<file path="src/spi_defines.vh">
// Register offsets, field positions, reset values and timing counts of the serial interface.
`ifndef SPI_DEFINES_VH
`define SPI_DEFINES_VH
`define CTRL_INDEX        8'h10
`define STAT_INDEX        8'h11
`define DATA_INDEX        8'h12
`define CTRL_ADDR         8'h40
`define STAT_ADDR         8'h44
`define DATA_ADDR         8'h48
`define CTRL_RX_IE        7
`define CTRL_MASTER       5
`define CTRL_CPOL         3
`define CTRL_CPHA         2
`define CTRL_ENABLE       1
`define CTRL_TX_IE        0
`define CTRL_RESET        8'h24
`define STAT_RX_FULL      7
`define STAT_ERR_IE       6
`define STAT_OVERFLOW     5
`define STAT_FAULT        4
`define STAT_FAULT_EN     2
`define STAT_RATE_HI      1
`define STAT_RATE_LO      0
`define STAT_RW_MASK      8'h47
`define STAT_RESET        8'h00
`define DIV_00            8'h02
`define DIV_01            8'h08
`define DIV_10            8'h20
`define DIV_11            8'h80
`define AXI_OKAY          2'h0
`define AXI_SLVERR        2'h2
`endif

</file>
<file path="src/spi_core.v">
// Serial peripheral interface with AXI4-Lite registers, mode fault logic and data buffer.
//
// Our own choice: the AXI4-Lite interface to the registers.
`timescale 1ns/1ps
`include "spi_defines.vh"

////////////////////////////////////////////////////////////////////////////////
// What this block does
// - Fault flag sets only with detection enabled.
// - Disabling detection keeps an existing fault.
// - Master without detection frees select pin.
// - Detection enabled takes the select pin while the block is enabled.
// - Enabled slave always owns select pin.
// - Master without detection ignores select level.
// - Slave detection off only masks fault.
// - Rate field picks divisor 2/8/32/128.
// - Rate field ignored in slave mode.
// - Reset clears the rate field.
// - Serial clock equals base over 2xdivisor.
// - Data write loads transmit register only.
// - Data read returns receive register.
// - Transmit and receive stored separately.
// - Slave select rise or master low faults.
// - Fault clears: status read, data write.
// - A data read clears receiver full; a byte completing in the same cycle wins.
module spi_core (
  input  wire        aclk,          // Bus clock, 40 MHz.
  input  wire        aresetn,       // Synchronous reset, active low.
  input  wire [7:0]  s_axi_awaddr,  // Write address.
  input  wire        s_axi_awvalid, // Write address valid.
  output reg         s_axi_awready, // Write address ready.
  input  wire [31:0] s_axi_wdata,   // Write data.
  input  wire [3:0]  s_axi_wstrb,   // Write byte strobes.
  input  wire        s_axi_wvalid,  // Write data valid.
  output reg         s_axi_wready,  // Write data ready.
  output reg  [1:0]  s_axi_bresp,   // Write response.
  output reg         s_axi_bvalid,  // Write response valid.
  input  wire        s_axi_bready,  // Write response ready.
  input  wire [7:0]  s_axi_araddr,  // Read address.
  input  wire        s_axi_arvalid, // Read address valid.
  output reg         s_axi_arready, // Read address ready.
  output reg  [31:0] s_axi_rdata,   // Read data.
  output reg  [1:0]  s_axi_rresp,   // Read response.
  output reg         s_axi_rvalid,  // Read data valid.
  input  wire        s_axi_rready,  // Read data ready.
  input  wire        sck_in,        // Serial clock pin level.
  output reg         sck_out,       // Serial clock drive.
  output reg         sck_oe,        // Serial clock enable (master).
  input  wire        mosi_in,       // Master-out pin level.
  output reg         mosi_out,      // Master-out drive.
  output reg         mosi_oe,       // Master-out enable.
  input  wire        miso_in,       // Master-in pin level.
  output reg         miso_out,      // Master-in drive.
  output reg         miso_oe,       // Master-in enable (selected slave).
  input  wire        select_n_in,   // Slave-select pin level, active low.
  output reg         select_gpio    // High when the select pin is free for port use.
);

  ////////////////////////////////////////////////////////////////////////////
  // Registers and state.
  reg  [7:0] ctrl_r;          // Control register.
  reg  [7:0] stat_r;          // Writable status and control bits.
  reg        rx_full_r;       // Receiver full flag.
  reg        overflow_r;      // Overflow flag.
  reg        fault_r;         // Select fault flag.
  reg        tx_empty_r;      // Transmit register empty.
  reg  [7:0] tx_data_r;       // Transmit data register, no reset value.
  reg  [7:0] rx_data_r;       // Receive data register, no reset value.
  reg  [7:0] shift_r;         // Shift register.
  reg  [3:0] bit_cnt_r;       // Edges left in a transfer.
  reg        busy_r;          // Transfer under way.
  reg        fault_armed_r;   // Status read seen with fault set.
  reg        ovr_armed_r;     // Status read seen with overflow set.
  reg  [2:0] ss_sync_r;       // Select pin synchroniser.
  reg  [2:0] sck_sync_r;      // Serial clock synchroniser.
  reg  [2:0] mosi_sync_r;     // Master-out synchroniser.
  reg  [2:0] miso_sync_r;     // Master-in synchroniser.
  reg        ss_lvl_r;        // Debounced select level.
  reg        sck_lvl_r;       // Debounced serial clock level.
  reg        aw_hold_r;       // Write address taken.
  reg        w_hold_r;        // Write data taken.
  reg  [7:0] aw_addr_r;       // Held write address.
  reg  [7:0] w_data_r;        // Held write byte.
  reg        w_strb_r;        // Held low lane strobe.
  reg        xfer_done;       // One-cycle pulse when a byte completes.
  reg        sck_prev_r;      // Previous serial clock level for slave edges.
  reg  [7:0] rx_shift_r;      // Incoming bits of the current byte.
  reg  [3:0] rx_cnt_r;        // Bits captured so far in this byte.
  reg  [2:0] samp_dly_r;      // Master sample strobes waiting out the pin lag.
  reg        edges_done_r;    // All sixteen clock edges of the byte are out.
  wire       half_tick;       // Half period pulse from the divider.

  wire enable    = ctrl_r[`CTRL_ENABLE];
  wire master    = ctrl_r[`CTRL_MASTER];
  wire cpha      = ctrl_r[`CTRL_CPHA];
  wire cpol      = ctrl_r[`CTRL_CPOL];
  wire fault_en  = stat_r[`STAT_FAULT_EN];
  // A master without detection never looks at the select level.
  wire ss_used   = enable & (~master | fault_en);
  wire slave_sel = enable & ~master & ~ss_lvl_r;

  // Write fires once both address and data are held; the response follows both.
  wire wr_fire   = aw_hold_r & w_hold_r & ~s_axi_bvalid;
  wire wr_ok     = (aw_addr_r == `CTRL_ADDR) | (aw_addr_r == `STAT_ADDR) |
                   (aw_addr_r == `DATA_ADDR);
  wire rd_fire   = s_axi_arvalid & s_axi_arready;
  wire data_wr   = wr_fire & w_strb_r & (aw_addr_r == `DATA_ADDR);
  wire data_rd   = rd_fire & (s_axi_araddr == `DATA_ADDR);
  wire stat_rd   = rd_fire & (s_axi_araddr == `STAT_ADDR);

  // Only a master counts the divider, so the rate field cannot touch a slave.
  spi_rate_divider u_div (
    .aclk      (aclk),
    .aresetn   (aresetn),
    .run       (busy_r & master & enable),
    .rate_sel  (stat_r[1:0]),
    .half_tick (half_tick)
  );

  ////////////////////////////////////////////////////////////////////////////
  // Pin synchronisers: a select or clock change counts once the second and third stages agree.
  always @(posedge aclk) begin
    if (!aresetn) begin
      ss_sync_r   <= 3'h7;
      sck_sync_r  <= 3'h0;
      mosi_sync_r <= 3'h0;
      miso_sync_r <= 3'h0;
      ss_lvl_r    <= 1'b1;
      sck_lvl_r   <= 1'b0;
    end else begin
      ss_sync_r   <= {ss_sync_r[1:0], select_n_in};
      sck_sync_r  <= {sck_sync_r[1:0], sck_in};
      mosi_sync_r <= {mosi_sync_r[1:0], mosi_in};
      miso_sync_r <= {miso_sync_r[1:0], miso_in};
      if (ss_sync_r[1] == ss_sync_r[2])
        ss_lvl_r <= ss_sync_r[2];
      if (sck_sync_r[1] == sck_sync_r[2])
        sck_lvl_r <= sck_sync_r[2];
    end
  end

  ////////////////////////////////////////////////////////////////////////////
  // AXI4-Lite write channel; address and data may arrive in either order.
  always @(posedge aclk) begin
    if (!aresetn) begin
      s_axi_awready <= 1'b1;
      s_axi_wready  <= 1'b1;
      s_axi_bvalid  <= 1'b0;
      s_axi_bresp   <= `AXI_OKAY;
      aw_hold_r     <= 1'b0;
      w_hold_r      <= 1'b0;
      aw_addr_r     <= 8'h00;
      w_data_r      <= 8'h00;
      w_strb_r      <= 1'b0;
    end else begin
      if (s_axi_awvalid && s_axi_awready) begin
        aw_hold_r     <= 1'b1;
        aw_addr_r     <= s_axi_awaddr;
        s_axi_awready <= 1'b0;
      end
      if (s_axi_wvalid && s_axi_wready) begin
        w_hold_r     <= 1'b1;
        w_data_r     <= s_axi_wdata[7:0];
        w_strb_r     <= s_axi_wstrb[0];
        s_axi_wready <= 1'b0;
      end
      if (wr_fire) begin
        s_axi_bvalid <= 1'b1;
        s_axi_bresp  <= wr_ok ? `AXI_OKAY : `AXI_SLVERR;
        aw_hold_r    <= 1'b0;
        w_hold_r     <= 1'b0;
      end
      if (s_axi_bvalid && s_axi_bready) begin
        s_axi_bvalid  <= 1'b0;
        s_axi_awready <= 1'b1;
        s_axi_wready  <= 1'b1;
      end
    end
  end

  ////////////////////////////////////////////////////////////////////////////
  // AXI4-Lite read channel, answered one cycle after the address is taken.
  always @(posedge aclk) begin
    if (!aresetn) begin
      s_axi_arready <= 1'b1;
      s_axi_rvalid  <= 1'b0;
      s_axi_rdata   <= 32'h0000_0000;
      s_axi_rresp   <= `AXI_OKAY;
    end else if (rd_fire) begin
      s_axi_arready <= 1'b0;
      s_axi_rvalid  <= 1'b1;
      s_axi_rresp   <= `AXI_OKAY;
      case (s_axi_araddr)
        `CTRL_ADDR: s_axi_rdata <= {24'h000000, ctrl_r};
        `STAT_ADDR: s_axi_rdata <= {24'h000000, rx_full_r, stat_r[6], overflow_r,
                                    fault_r, tx_empty_r, stat_r[2:0]};
        `DATA_ADDR: s_axi_rdata <= {24'h000000, rx_data_r};
        default: begin
          s_axi_rdata <= 32'h0000_0000;
          s_axi_rresp <= `AXI_SLVERR;
        end
      endcase
    end else if (s_axi_rvalid && s_axi_rready) begin
      s_axi_rvalid  <= 1'b0;
      s_axi_arready <= 1'b1;
    end
  end

  ////////////////////////////////////////////////////////////////////////////
  // Control and status bits, flags and their clearing sequences.
  always @(posedge aclk) begin
    if (!aresetn) begin
      ctrl_r        <= `CTRL_RESET;
      stat_r        <= `STAT_RESET;
      rx_full_r     <= 1'b0;
      overflow_r    <= 1'b0;
      fault_r       <= 1'b0;
      fault_armed_r <= 1'b0;
      ovr_armed_r   <= 1'b0;
    end else begin
      if (wr_fire && w_strb_r && aw_addr_r == `CTRL_ADDR)
        ctrl_r <= w_data_r;
      // Writing the enable bit low touches nothing else, so a set fault survives.
      if (wr_fire && w_strb_r && aw_addr_r == `STAT_ADDR)
        stat_r <= w_data_r & `STAT_RW_MASK;
      if (stat_rd) begin
        fault_armed_r <= fault_r;
        ovr_armed_r   <= overflow_r;
      end
      // Fault clear needs an armed status read and a data write; a new fault wins.
      if (data_wr && fault_armed_r) begin
        fault_r       <= 1'b0;
        fault_armed_r <= 1'b0;
      end
      if (data_rd) begin
        rx_full_r <= 1'b0;
        if (ovr_armed_r) begin
          overflow_r  <= 1'b0;
          ovr_armed_r <= 1'b0;
        end
      end
      // Slave: select rises mid-transfer. Master: select low at any time.
      if (fault_en && enable && ((~master && busy_r && ss_lvl_r) ||
                                 (master && ~ss_lvl_r)))
        fault_r <= 1'b1;
      if (xfer_done) begin
        if (rx_full_r && !data_rd)
          overflow_r <= 1'b1;
        else
          rx_full_r <= 1'b1;
      end
    end
  end

  ////////////////////////////////////////////////////////////////////////////
  // Shift engine, one byte MSB first, in master or slave role.
  wire       sck_edge  = enable & ~master & slave_sel & (sck_lvl_r ^ sck_prev_r);
  wire       edge_tick = master ? half_tick : sck_edge;
  // Sample on the first edge of each bit pair when phase is 0, else on the second.
  wire       sample    = bit_cnt_r[0] ^ cpha;
  wire       samp_tick = edge_tick & sample & ~edges_done_r;
  // The master's input pin lags three cycles, so its sample is taken that much later.
  wire       cap       = master ? samp_dly_r[2] : samp_tick;
  wire       byte_in   = edges_done_r & (rx_cnt_r == 4'h8);

  always @(posedge aclk) begin
    if (!aresetn) begin
      busy_r     <= 1'b0;
      bit_cnt_r  <= 4'h0;
      tx_empty_r <= 1'b1;
      xfer_done  <= 1'b0;
      sck_prev_r <= 1'b0;
      sck_out    <= 1'b0;
    end else begin
      xfer_done  <= 1'b0;
      sck_prev_r <= sck_lvl_r;
      if (data_wr) begin
        tx_data_r  <= w_data_r;
        tx_empty_r <= 1'b0;
      end
      if (!enable || (~master && ss_lvl_r)) begin
        busy_r  <= 1'b0;
        sck_out <= cpol;
      end else if (!busy_r && !tx_empty_r && !data_wr) begin
        shift_r      <= tx_data_r;
        tx_empty_r   <= 1'b1;
        busy_r       <= 1'b1;
        bit_cnt_r    <= 4'hF;
        rx_cnt_r     <= 4'h0;
        samp_dly_r   <= 3'h0;
        edges_done_r <= 1'b0;
        sck_out      <= cpol;
      end else if (busy_r) begin
        samp_dly_r <= {samp_dly_r[1:0], master & samp_tick};
        if (edge_tick && !edges_done_r) begin
          // Each tick is half a serial clock; 16 ticks move one byte.
          sck_out      <= master ? ~sck_out : sck_out;
          // The first bit stands from the load, so no shift on the first or last change.
          if (!sample && bit_cnt_r != 4'hF && bit_cnt_r != 4'h0)
            shift_r <= {shift_r[6:0], 1'b0};
          bit_cnt_r    <= bit_cnt_r - 4'h1;
          edges_done_r <= (bit_cnt_r == 4'h0);
        end
        if (cap) begin
          rx_shift_r <= {rx_shift_r[6:0], master ? miso_sync_r[2] : mosi_sync_r[2]};
          rx_cnt_r   <= rx_cnt_r + 4'h1;
        end
        if (byte_in) begin
          busy_r    <= 1'b0;
          xfer_done <= 1'b1;
          if (!rx_full_r || data_rd)
            rx_data_r <= rx_shift_r;
        end
      end
    end
  end

  ////////////////////////////////////////////////////////////////////////////
  // Pin ownership and drive; all outputs are registered.
  always @(posedge aclk) begin
    if (!aresetn) begin
      select_gpio <= 1'b1;
      sck_oe      <= 1'b0;
      mosi_oe     <= 1'b0;
      miso_oe     <= 1'b0;
      mosi_out    <= 1'b0;
      miso_out    <= 1'b0;
    end else begin
      // Free only when disabled or master without detection.
      select_gpio <= ~ss_used;
      sck_oe      <= enable & master;
      mosi_oe     <= enable & master;
      miso_oe     <= slave_sel;
      mosi_out    <= shift_r[7];
      miso_out    <= shift_r[7];
    end
  end
endmodule // spi_core

</file>
<file path="src/spi_rate_divider.v">
// Master serial clock rate divider producing half-bit enable pulses.
`timescale 1ns/1ps
`include "spi_defines.vh"
module spi_rate_divider (
  input  wire       aclk,      // Bus clock, used as the base clock.
  input  wire       aresetn,   // Synchronous reset, active low.
  input  wire       run,       // Count only while a master transfer runs.
  input  wire [1:0] rate_sel,  // Two-bit rate select field.
  output reg        half_tick  // One-cycle pulse per serial clock half period.
);
  reg  [7:0] cnt_r;     // Cycles counted in the current half period.
  reg  [7:0] divisor;   // Selected rate divisor.

  // Map the rate select field to its divisor.
  always @* begin
    case (rate_sel)
      2'b00:   divisor = `DIV_00;
      2'b01:   divisor = `DIV_01;
      2'b10:   divisor = `DIV_10;
      default: divisor = `DIV_11;
    endcase
  end

  // A half period is divisor cycles, so a full serial clock is 2 x divisor base cycles.
  always @(posedge aclk) begin
    if (!aresetn || !run) begin
      cnt_r     <= 8'h00;
      half_tick <= 1'b0;
    end else if (cnt_r == divisor - 8'h01) begin
      cnt_r     <= 8'h00;
      half_tick <= 1'b1;
    end else begin
      cnt_r     <= cnt_r + 8'h01;
      half_tick <= 1'b0;
    end
  end
endmodule // spi_rate_divider

</file>
<file path="config.mk">
export PLATFORM = sky130hd
export DESIGN_NAME = spi_core
export DESIGN_NICKNAME = d
export VERILOG_FILES = /design/src/spi_core.v /design/src/spi_rate_divider.v
export VERILOG_INCLUDE_DIRS = /design/src
export SDC_FILE = /design/constraint.sdc
export NUM_CORES = 1
export LEC_CHECK = 0
export ABC_AREA = 1
export BUFFER_PORTS_ARGS = -buffer_cell sky130_fd_sc_hd__clkbuf_2
export CAP_MARGIN = 20
export CORE_MARGIN = 3
export CORE_UTILIZATION = 23
export DETAILED_ROUTE_END_ITERATION = 6
export PLACE_DENSITY = 0.46
export SLEW_MARGIN = 20
export SYNTH_ARGS = -nofsm -noshare
export SYNTH_HDL_FRONTEND = slang
export SYNTH_HIERARCHICAL = 1
export SYNTH_SLANG_ARGS = --single-unit
</file>
<file path="constraint.sdc">
create_clock -name aclk -period 2.3 [get_ports aclk]
set_input_delay 0.69 -clock aclk [delete_from_list [all_inputs] [get_ports aclk]]
set_output_delay 0.69 -clock aclk [all_outputs]
set_load 0.05 [all_outputs]
</file>
# Word level (Yosys, flattened, before mapping)
# Cells that the tools add are included.
# classes
mux	48
n_bitwise	34
eq_ne	13
n_addsub	4
n_reduce_logical	62
# op_table
cell	n
equality test 8 x 7 -> 1 bit (second input constant)	6
case mux 8 bit (3 select lines)	2
2-to-1 mux 1 bit	34
2-to-1 mux 8 bit	4
logical AND 1 bit	20
2-to-1 mux 4 bit	5
AND 1 bit	19
nonzero test 2 bit	6
zero test 1 bit	10
inverter 1 bit	10
AND reduction 5 bit	2
OR reduction 2 bit	5
AND reduction 3 bit	3
nonzero test 3 bit	3
adder 8 x 1 -> 8 bit (second input constant)	1
equality test 8 bit	1
AND reduction 4 bit	2
subtractor 8 x 1 -> 8 bit (second input constant)	1
AND reduction 6 bit	1
adder 4 x 1 -> 4 bit (second input constant)	1
equality test 4 bit (second input constant)	1
zero test 4 bit	1
logical OR 1 bit	4
2-to-1 mux 2 bit	2
other kinds (13)	17
# word_totals
ff_bits	153
out_inout_bits	48
wordCells	206

# Longest topological paths before layout
# Gate-level depths: netlist (run 1).
# logic_depth
depth_word	11
depth_mapped	11
depth_no_buf	11

# Modules after synthesis
# The synthesis (run 1) kept the hierarchy.
# modules_own_cells
mod	seq_area_each_um2	cells_per_inst	area_per_inst_um2	n_inst
spi_core	2762.6	558	5003.5	1
spi_rate_divider	180.2	80	558.0	1

# Worst setup path after synthesis (run 1)
# OpenSTA, ideal clock, no wires.
# synth_timing
path_type	register to register
startpoint	reg s_axi_bvalid
endpoint	reg shift_r[0] (enable)
slack_ns	0.068
t_arrival_ns	1.848
required_ns	1.917
path_buffers	0
path_stages_with_launch	9
cell_sequence	dfxtp_1 > inv_2 > nand3_4 > nor2_8 > nand3_4 > nand2_4 > nand2_1 > nand2_1 > nor3_1
# synth_between
elab_chain_cells	8
elab_cells_between_ends	10
classes_between	bitwise (4); reduce/logical (6)
# synth_rtl
element	line_no	rtl
from (decl)	spi_core.v:37	output reg s_axi_bvalid,
from (signal assigned)	spi_core.v:148	s_axi_bvalid <= 1'b0;
from (signal assigned)	spi_core.v:168	s_axi_bvalid <= 1'b1;
from (signal assigned)	spi_core.v:174	s_axi_bvalid <= 1'b0;
inverter 1 bit (*)	spi_core.v:103	wire wr_fire = aw_hold_r & w_hold_r & ~s_axi_bvalid;
AND 1 bit (*)	spi_core.v:103	
AND 1 bit (*) (2 in a row)	spi_core.v:107	wire data_wr = wr_fire & w_strb_r & (aw_addr_r == `DATA_ADDR);
zero test 1 bit (*)	spi_core.v:284	end else if (!busy_r && !tx_empty_r && !data_wr) begin
logical AND 1 bit (*)	spi_core.v:284	
nonzero test 2 bit (no line)	n/a	
AND reduction 5 bit (no line) (*)	n/a	
to (signal assigned)	spi_core.v:285	shift_r <= tx_data_r;
to (signal assigned)	spi_core.v:300	shift_r <= {shift_r[6:0], 1'b0};
to (decl)	spi_core.v:69	reg [7:0] shift_r;
# Every way passes the cells marked *; elsewhere a longest branch is shown, timed or not.
# A chain may end at the register's enable or synchronous reset.

# Worst setup path after layout (run 1)
# layout_timing
startpoint	reg ctrl_r[5]
endpoint	reg rx_shift_r[4] (enable)
# layout_between
elab_chain_cells	10
elab_cells_between_ends	13
classes_between	mux (2); bitwise (8); reduce/logical (3)
# layout_rtl
element	line_no	rtl
from (decl)	spi_core.v:61	reg [7:0] ctrl_r;
from (signal assigned)	spi_core.v:213	ctrl_r <= `CTRL_RESET;
from (signal assigned)	spi_core.v:222	ctrl_r <= w_data_r;
inverter 1 bit	spi_core.v:100, spi_core.v:257, spi_core.v:281	
AND 1 bit	spi_core.v:100, spi_core.v:257	
AND 1 bit	spi_core.v:100	wire slave_sel = enable & ~master & ~ss_lvl_r;
AND 1 bit (2 in a row)	spi_core.v:257	wire sck_edge = enable & ~master & slave_sel & (sck_lvl_r ^ sck_prev_r);
2-to-1 mux 1 bit	spi_core.v:258	wire edge_tick = master ? half_tick : sck_edge;
AND 1 bit (2 in a row)	spi_core.v:261	wire samp_tick = edge_tick & sample & ~edges_done_r;
2-to-1 mux 1 bit	spi_core.v:263	wire cap = master ? samp_dly_r[2] : samp_tick;
AND reduction 5 bit (no line) (*)	n/a	
to (signal assigned)	spi_core.v:305	rx_shift_r <= {rx_shift_r[6:0], master ? miso_sync_r[2] : mosi_sync_r[2]};
to (decl)	spi_core.v:87	reg [7:0] rx_shift_r;
# Marks and branches as above.

==> flow_metrics.tcl, run 1 <==
set metrics [dict create \
    status "complete, no violations" \
    setup_viol 0 \
    endpoint_kind "register" \
    num_antenna_cells 0 \
    ios 111 \
    start_util_pct 23.6 \
    synth_top_area_share_pct 31.3 \
    grt_pass1_wl_um 19200 \
    post-route-min-period_ns 1.98 \
    drive_gt1_share_pct 21.6 \
    grt_use_total_pct 9.41 \
    cts_resized 0 \
    ys_top_cells_by_area "dfxtp_1 31%, edfxtp_1 22%, nand2_1 9.7%" \
    route.detailed.drc 0 \
    dp_cells 1004 \
    startpoint_type "register" \
    fin_crit_sh_pct 86.0 \
    tightest_slew_ns 0.672 \
    worstPathMaxFanout 14 \
    clkTransAtPathRegs_ns 0.06 \
    fin_skew_ns 0.00791 \
    postSynthAreaPerCell_um2 8.72 \
    cts_max_level 4 \
    grt_pass1_vias 3846 \
    fillCellCount 2574 \
    leakagePower_nw 2.88 \
    yosysTopAreaCell "dfxtp_1" \
    synthesis.area_um2 5560 \
    setup_tns_ns 0 \
    whs_path_depth 2 \
    grt_max_degree 47 \
    cts_setup_buffers 0 \
    pwr_density_cell_nw_per_um2 807 \
    yosys.cell_count.top_type "nand2_1" \
    syn_inst 638 \
    ir_drop_mv 0.396 \
    reg2reg_depth 11 \
    dp_slack_ns 0.144 \
    die_y_um 162 \
    ctsHoldBuffers 0 \
    grt_overflow 0 \
    nets 774 \
    cts_made_buffers 17 \
    cts_tree "done" \
    vias_per_cell 3.83 \
    place_hpwl_um 8430 \
    instances_no_fill 1036 \
    synthToLayoutAreaGrowth_pct 20.6 \
    synth_cell_types 43 \
    place.gp.congestion 0.765 \
    clock_latency_ns 0.41 \
    hold_slack_ns 0.409 \
    multi_input_area_um2 2080 \
    ys_seq_elements 127 \
    cp.required_ns 2.38 \
    relSlewSlack_pct 55.0 \
    worstSetupPathType "reg2reg" \
    drv_slew 0 \
    grt_antenna_before_repair 0 \
    via_count 3967 \
    die_w_um 162 \
    clockBufferDepth 2 \
    worstHoldPathType "reg2reg" \
    cts.sinks 127 \
    drv_cap 0 \
    coreArea_um2 23600 \
    placement.io_buffers 57 \
    yosys_warnings 6 \
    r2r_slack_ns 0.32 \
    synth_enable_flop_cells 40 \
    yosysSeqAreaShare_pct 52.9 \
    synthTopCellsByCount "144 x nand2_1, 87 x dfxtp_1, 75 x inv_1, 57 x nor2_1, 40 x edfxtp_1" \
    max_clock_freq_mhz 506 \
    drt_wl_total_um 11700 \
    critPathArrivalTime_ns 2.05 \
    hold_viol_final 0 \
    synthFlopType "dfxtp_1" \
    wl_per_cell_um 11.3 \
    post-route-worst-setup-slack_ns 0.323 \
    antenna_left 0 \
    rows 56 \
    drtPass1Iterations 4 \
    drtIter0Drc 219 \
    synthArstFlopShare_pct 0 \
    final-seq-area_um2 2940 \
    dieArea_um2 26100 \
    cts_root_buffer "clkbuf_16" \
    grt_setup_unrepaired "no" \
]
==> critical path, cell delays in order, from the launching register on <==
cell     delay (ns)
dfxtp_1        0.35
inv_2          0.22
nand2_1        0.08
nor2_1         0.16
nand2_1        0.07
nand2_1        0.10
nand2_1        0.08
nor2_1         0.09
nand2_1        0.05
o21ai_0        0.07
nand2_1        0.09
inv_1          0.28
==> report_power, final <==
part | internal (mW) | switching [mW] | total, mW
Sequential | 2.35 | 0.0262 | 2.38
Clock | 1.68 | 1.01 | 2.69
Combinational | 0.0754 | 0.268 | 0.343
Total | 4.10 | 1.31 | 5.41
==> sequential cells by signal (all words and copies together), names as in the netlist, 3 cells and up <==
name / count
shift_r: 8
s_axi_rdata: 8
tx_data_r: 8
mosi_sync_r: 3
w_data_r: 8
rx_data_r: 8
sck_sync_r: 3
ctrl_r: 8
samp_dly_r: 3
u_div/cnt_r: 8
rx_shift_r: 8
rx_cnt_r: 4
stat_r: 4
miso_sync_r: 3
ss_sync_r: 3
aw_addr_r: 8
bit_cnt_r: 4
==> logic make-up after synthesis <==
logic type / after synthesis / share of synthesized area (%)
AOI/OAI and AO/OA: 77 / 7.76
xor gates and xnor gates: 10 / 1.57
adders and majority gates: 7 / 1.57
buffers and inverters: 132 / 11.4
DFF: 127 / 52.9
other: 1 / 0.0674
and+or+nand+nor: 284 / 24.7
==> placed cells by master, fill, tap and decap left out, types with 2 or more instances in the layout <==
master	instances
nand4_1	2
clkinv_2	3
inv_4	2
nor3_2	3
inv_2	13
a211oi_1	9
o211ai_1	2
clkbuf_2	57
nand3_1	32
xor2_1	4
clkinv_4	3
nor3_1	4
edfxtp_1	40
clkbuf_8	2
nor2_8	2
o21ai_0	30
nor2_2	12
clkbuf_16	19
xnor2_1	6
buf_4	8
conb_1	26
ha_1	7
or2_2	3
nor2_1	57
nand2_2	6
dfxtp_1	87
nand2_1	144
inv_1	75
nand3_2	4
a21oi_1	31
nor2_4	5
nand2_4	3
nand3_4	2
==> routing by layer <==
| layer | vias up | GRT usage, % | wire [um] |
|---|---|---|---|
| met2 | 86 | 13.5 | 4870 |
| met5 | - | 0 | 0 |
| met1 | 1757 | 13.0 | 6140 |
| li1 | 2115 | - | - |
| met4 | 0 | 3.25 | 116 |
| met3 | 9 | 3.44 | 566 |
==> path summary, 6_finish.rpt <==
path | startpoint | endpoint
setup / recovery | ctrl_r[5] | rx_shift_r[4]
setup reg to reg | ctrl_r[5] | rx_shift_r[4]
hold reg to reg | mosi_sync_r[0] | mosi_sync_r[1]
hold / removal | mosi_sync_r[0] | mosi_sync_r[1]
==> per-stage QoR <==
| step | area [um2] | power [mW] | util [%] |
|---|---|---|---|
| finish | 6710 | 5.41 | 28.4 |
| global route | 6710 | 5.63 | 28.4 |
| CTS | 6710 | 5.48 | 28.4 |
| detailed placement | 6100 | 2.77 | 25.8 |
| global placement | 6100 | 2.77 | 25.8 |
| floorplan | 5660 | 2.72 | - |
==> layout make-up <==
class	instances	area share [%]
sequential	127	43.9
inverter	89	4.98
multi-input combinational	404	31.0
clock buffer	21	7.50
timing repair buffer	65	5.15
tap	319	5.95
clock inverter	11	1.49
(Power assumes the default switching activity.)
==> run 2: changes to the inputs <==
Clock period 2.3 ns to 2.1 ns, I/O delays scaled along.
==> flow_metrics.tcl, run 2 (synthesized netlist as in run 1, its figures left out) <==
set metrics [dict create \
    grt.met3_usage_pct 3.26 \
    nets 779 \
    fin_crit_sh_pct 89.9 \
    use_met2_pct 13.5 \
    dieArea_um2 26100 \
    cts_root_buffer "clkbuf_16" \
    leakagePower_nw 2.90 \
    fillCellCount 2561 \
    grt_max_degree 47 \
    worstPathMaxFanout 14 \
    pwr_density_cell_nw_per_um2 886 \
    r2r_slack_ns 0.21 \
    cp.required_ns 2.22 \
    rr_endpoint "shift_r[5]" \
    place.gp.congestion 0.757 \
    cts_max_level 4 \
    start_util_pct 23.6 \
    worstHoldPathType "in2reg" \
    max_clock_freq_mhz 529 \
    synthToLayoutAreaGrowth_pct 21.5 \
    cts_tree "done" \
    antenna_left 0 \
    post-route-min-period_ns 1.89 \
    ios 111 \
    critPathArrivalTime_ns 2.01 \
    placement.io_buffers 57 \
    setup_tns_ns 0 \
    cts.sinks 127 \
    endpoint_kind "register" \
    busiest_layer "met2" \
    hold_viol_final 0 \
    crit_path_end "shift_r[5]" \
    num_antenna_cells 0 \
    cp-startpoint "ctrl_r[5]" \
    reg2reg_depth 10 \
    dp_cells 1009 \
    status "complete, no violations" \
    grt_use_total_pct 9.34 \
    grt_util_met1_pct 12.8 \
    instances_no_fill 1041 \
    drive_gt1_share_pct 21.7 \
    cts_setup_buffers 0 \
    clkTransAtPathRegs_ns 0.06 \
    drv_cap 0 \
    cts_resized 0 \
    rows 56 \
    wl_per_cell_um 11.3 \
    setup_viol 0 \
    worstSetupPathType "reg2reg" \
    final_cell_mix "144 x nand2_1, 87 x dfxtp_1, 75 x inv_1, 57 x nor2_1, 57 x clkbuf_2" \
    final_area_um2 6760 \
    route.detailed.drc 0 \
    ir_drop_mv 0.573 \
    place_hpwl_um 8580 \
    coreArea_um2 23600 \
    tightest_slew_ns 0.828 \
    die_y_um 162 \
    grt_overflow 0 \
    grt_setup_unrepaired "no" \
    dpl_cell_area_um2 6160 \
    drt_wl_total_um 11800 \
    grt_antenna_before_repair 1 \
    drtIter0Drc 234 \
    cts_made_buffers 17 \
    clockBufferDepth 2 \
    r2r_start "ctrl_r[5]" \
    grt_pass1_vias 3773 \
    startpoint_type "register" \
    clock_latency_ns 0.42 \
    relSlewSlack_pct 44.6 \
    drv_slew 0 \
    ctsHoldBuffers 0 \
    vias_per_cell 3.83 \
    via_count 3986 \
    grt_pass1_wl_um 19000 \
    die_w_um 162 \
    drtPass1Iterations 5 \
    fin_skew_ns 0.0106 \
    layout_commonest_cell "nand2_1" \
]
run 2: critical path, stage by stage, from the launching register on:
cell	delay (ns)
dfxtp_1	0.31
inv_2	0.21
nand2_1	0.08
nor2_1	0.15
nand2_1	0.08
nand2_1	0.10
nand3_2	0.10
nand2_1	0.09
nand2_1	0.08
nor3_2	0.17
buf_4	0.21
run 2: layer usage:
layer | wire, um | part of all wire [%]
met1 | 6020 | 51
met2 | 4990 | 42
met3 | 626 | 5.3
met4 | 133 | 1.1
met5 | 13 | 0.11
run 2: worst min-delay path by stage:
| stage | startpoint | cells past startpoint | endpoint | slack [ns] |
|---|---|---|---|---|
| final | miso_in | 3 | miso_sync_r[0] | 0.39 |
| after global placement | sck_sync_r[0] | 2 | sck_sync_r[1] | 0.40 |
| after floorplan | miso_sync_r[0] | 2 | miso_sync_r[1] | 0.39 |
| after detailed placement | mosi_sync_r[1] | 2 | mosi_sync_r[2] | 0.40 |
| after CTS | miso_in | 3 | miso_sync_r[0] | 0.38 |
| after global routing | select_n_in | 2 | ss_sync_r[0] | 0.39 |
run 2: stage by stage:
| stage | utilization (%) | hold WS (ns) | total power, mW | setup slack (ns) |
|---|---|---|---|---|
| global route | 28.6 | 0.393 | 6.22 | 0.00488 |
| detailed placement | 26.1 | 0.399 | 3.04 | 0.0921 |
| CTS | 28.6 | 0.378 | 6.08 | 0.171 |
| global placement | 26.1 | 0.399 | 3.04 | 0.0611 |
| finish | 28.6 | 0.393 | 5.99 | 0.211 |
| floorplan | - | 0.390 | 2.97 | 0.0614 |
run 2: area by class of cell:
cell class / count / area [um2] / area share (%)
Sequential cell: 127 / 2940 / 43.5
Tap cell: 319 / 399 / 5.91
Multi-Input combinational cell: 404 / 2090 / 30.9
Clock buffer: 18 / 429 / 6.35
Inverter: 89 / 334 / 4.94
Timing Repair Buffer: 70 / 395 / 5.85
Clock inverter: 14 / 173 / 2.55
run 2: power breakdown:
group | internal [mW] | switching, mW | leakage, nW | total [mW]
clock network | 1.96 | 1.05 | 0.296 | 3.01
logic | 0.0833 | 0.293 | 1.54 | 0.376
registers | 2.57 | 0.0288 | 1.07 | 2.60
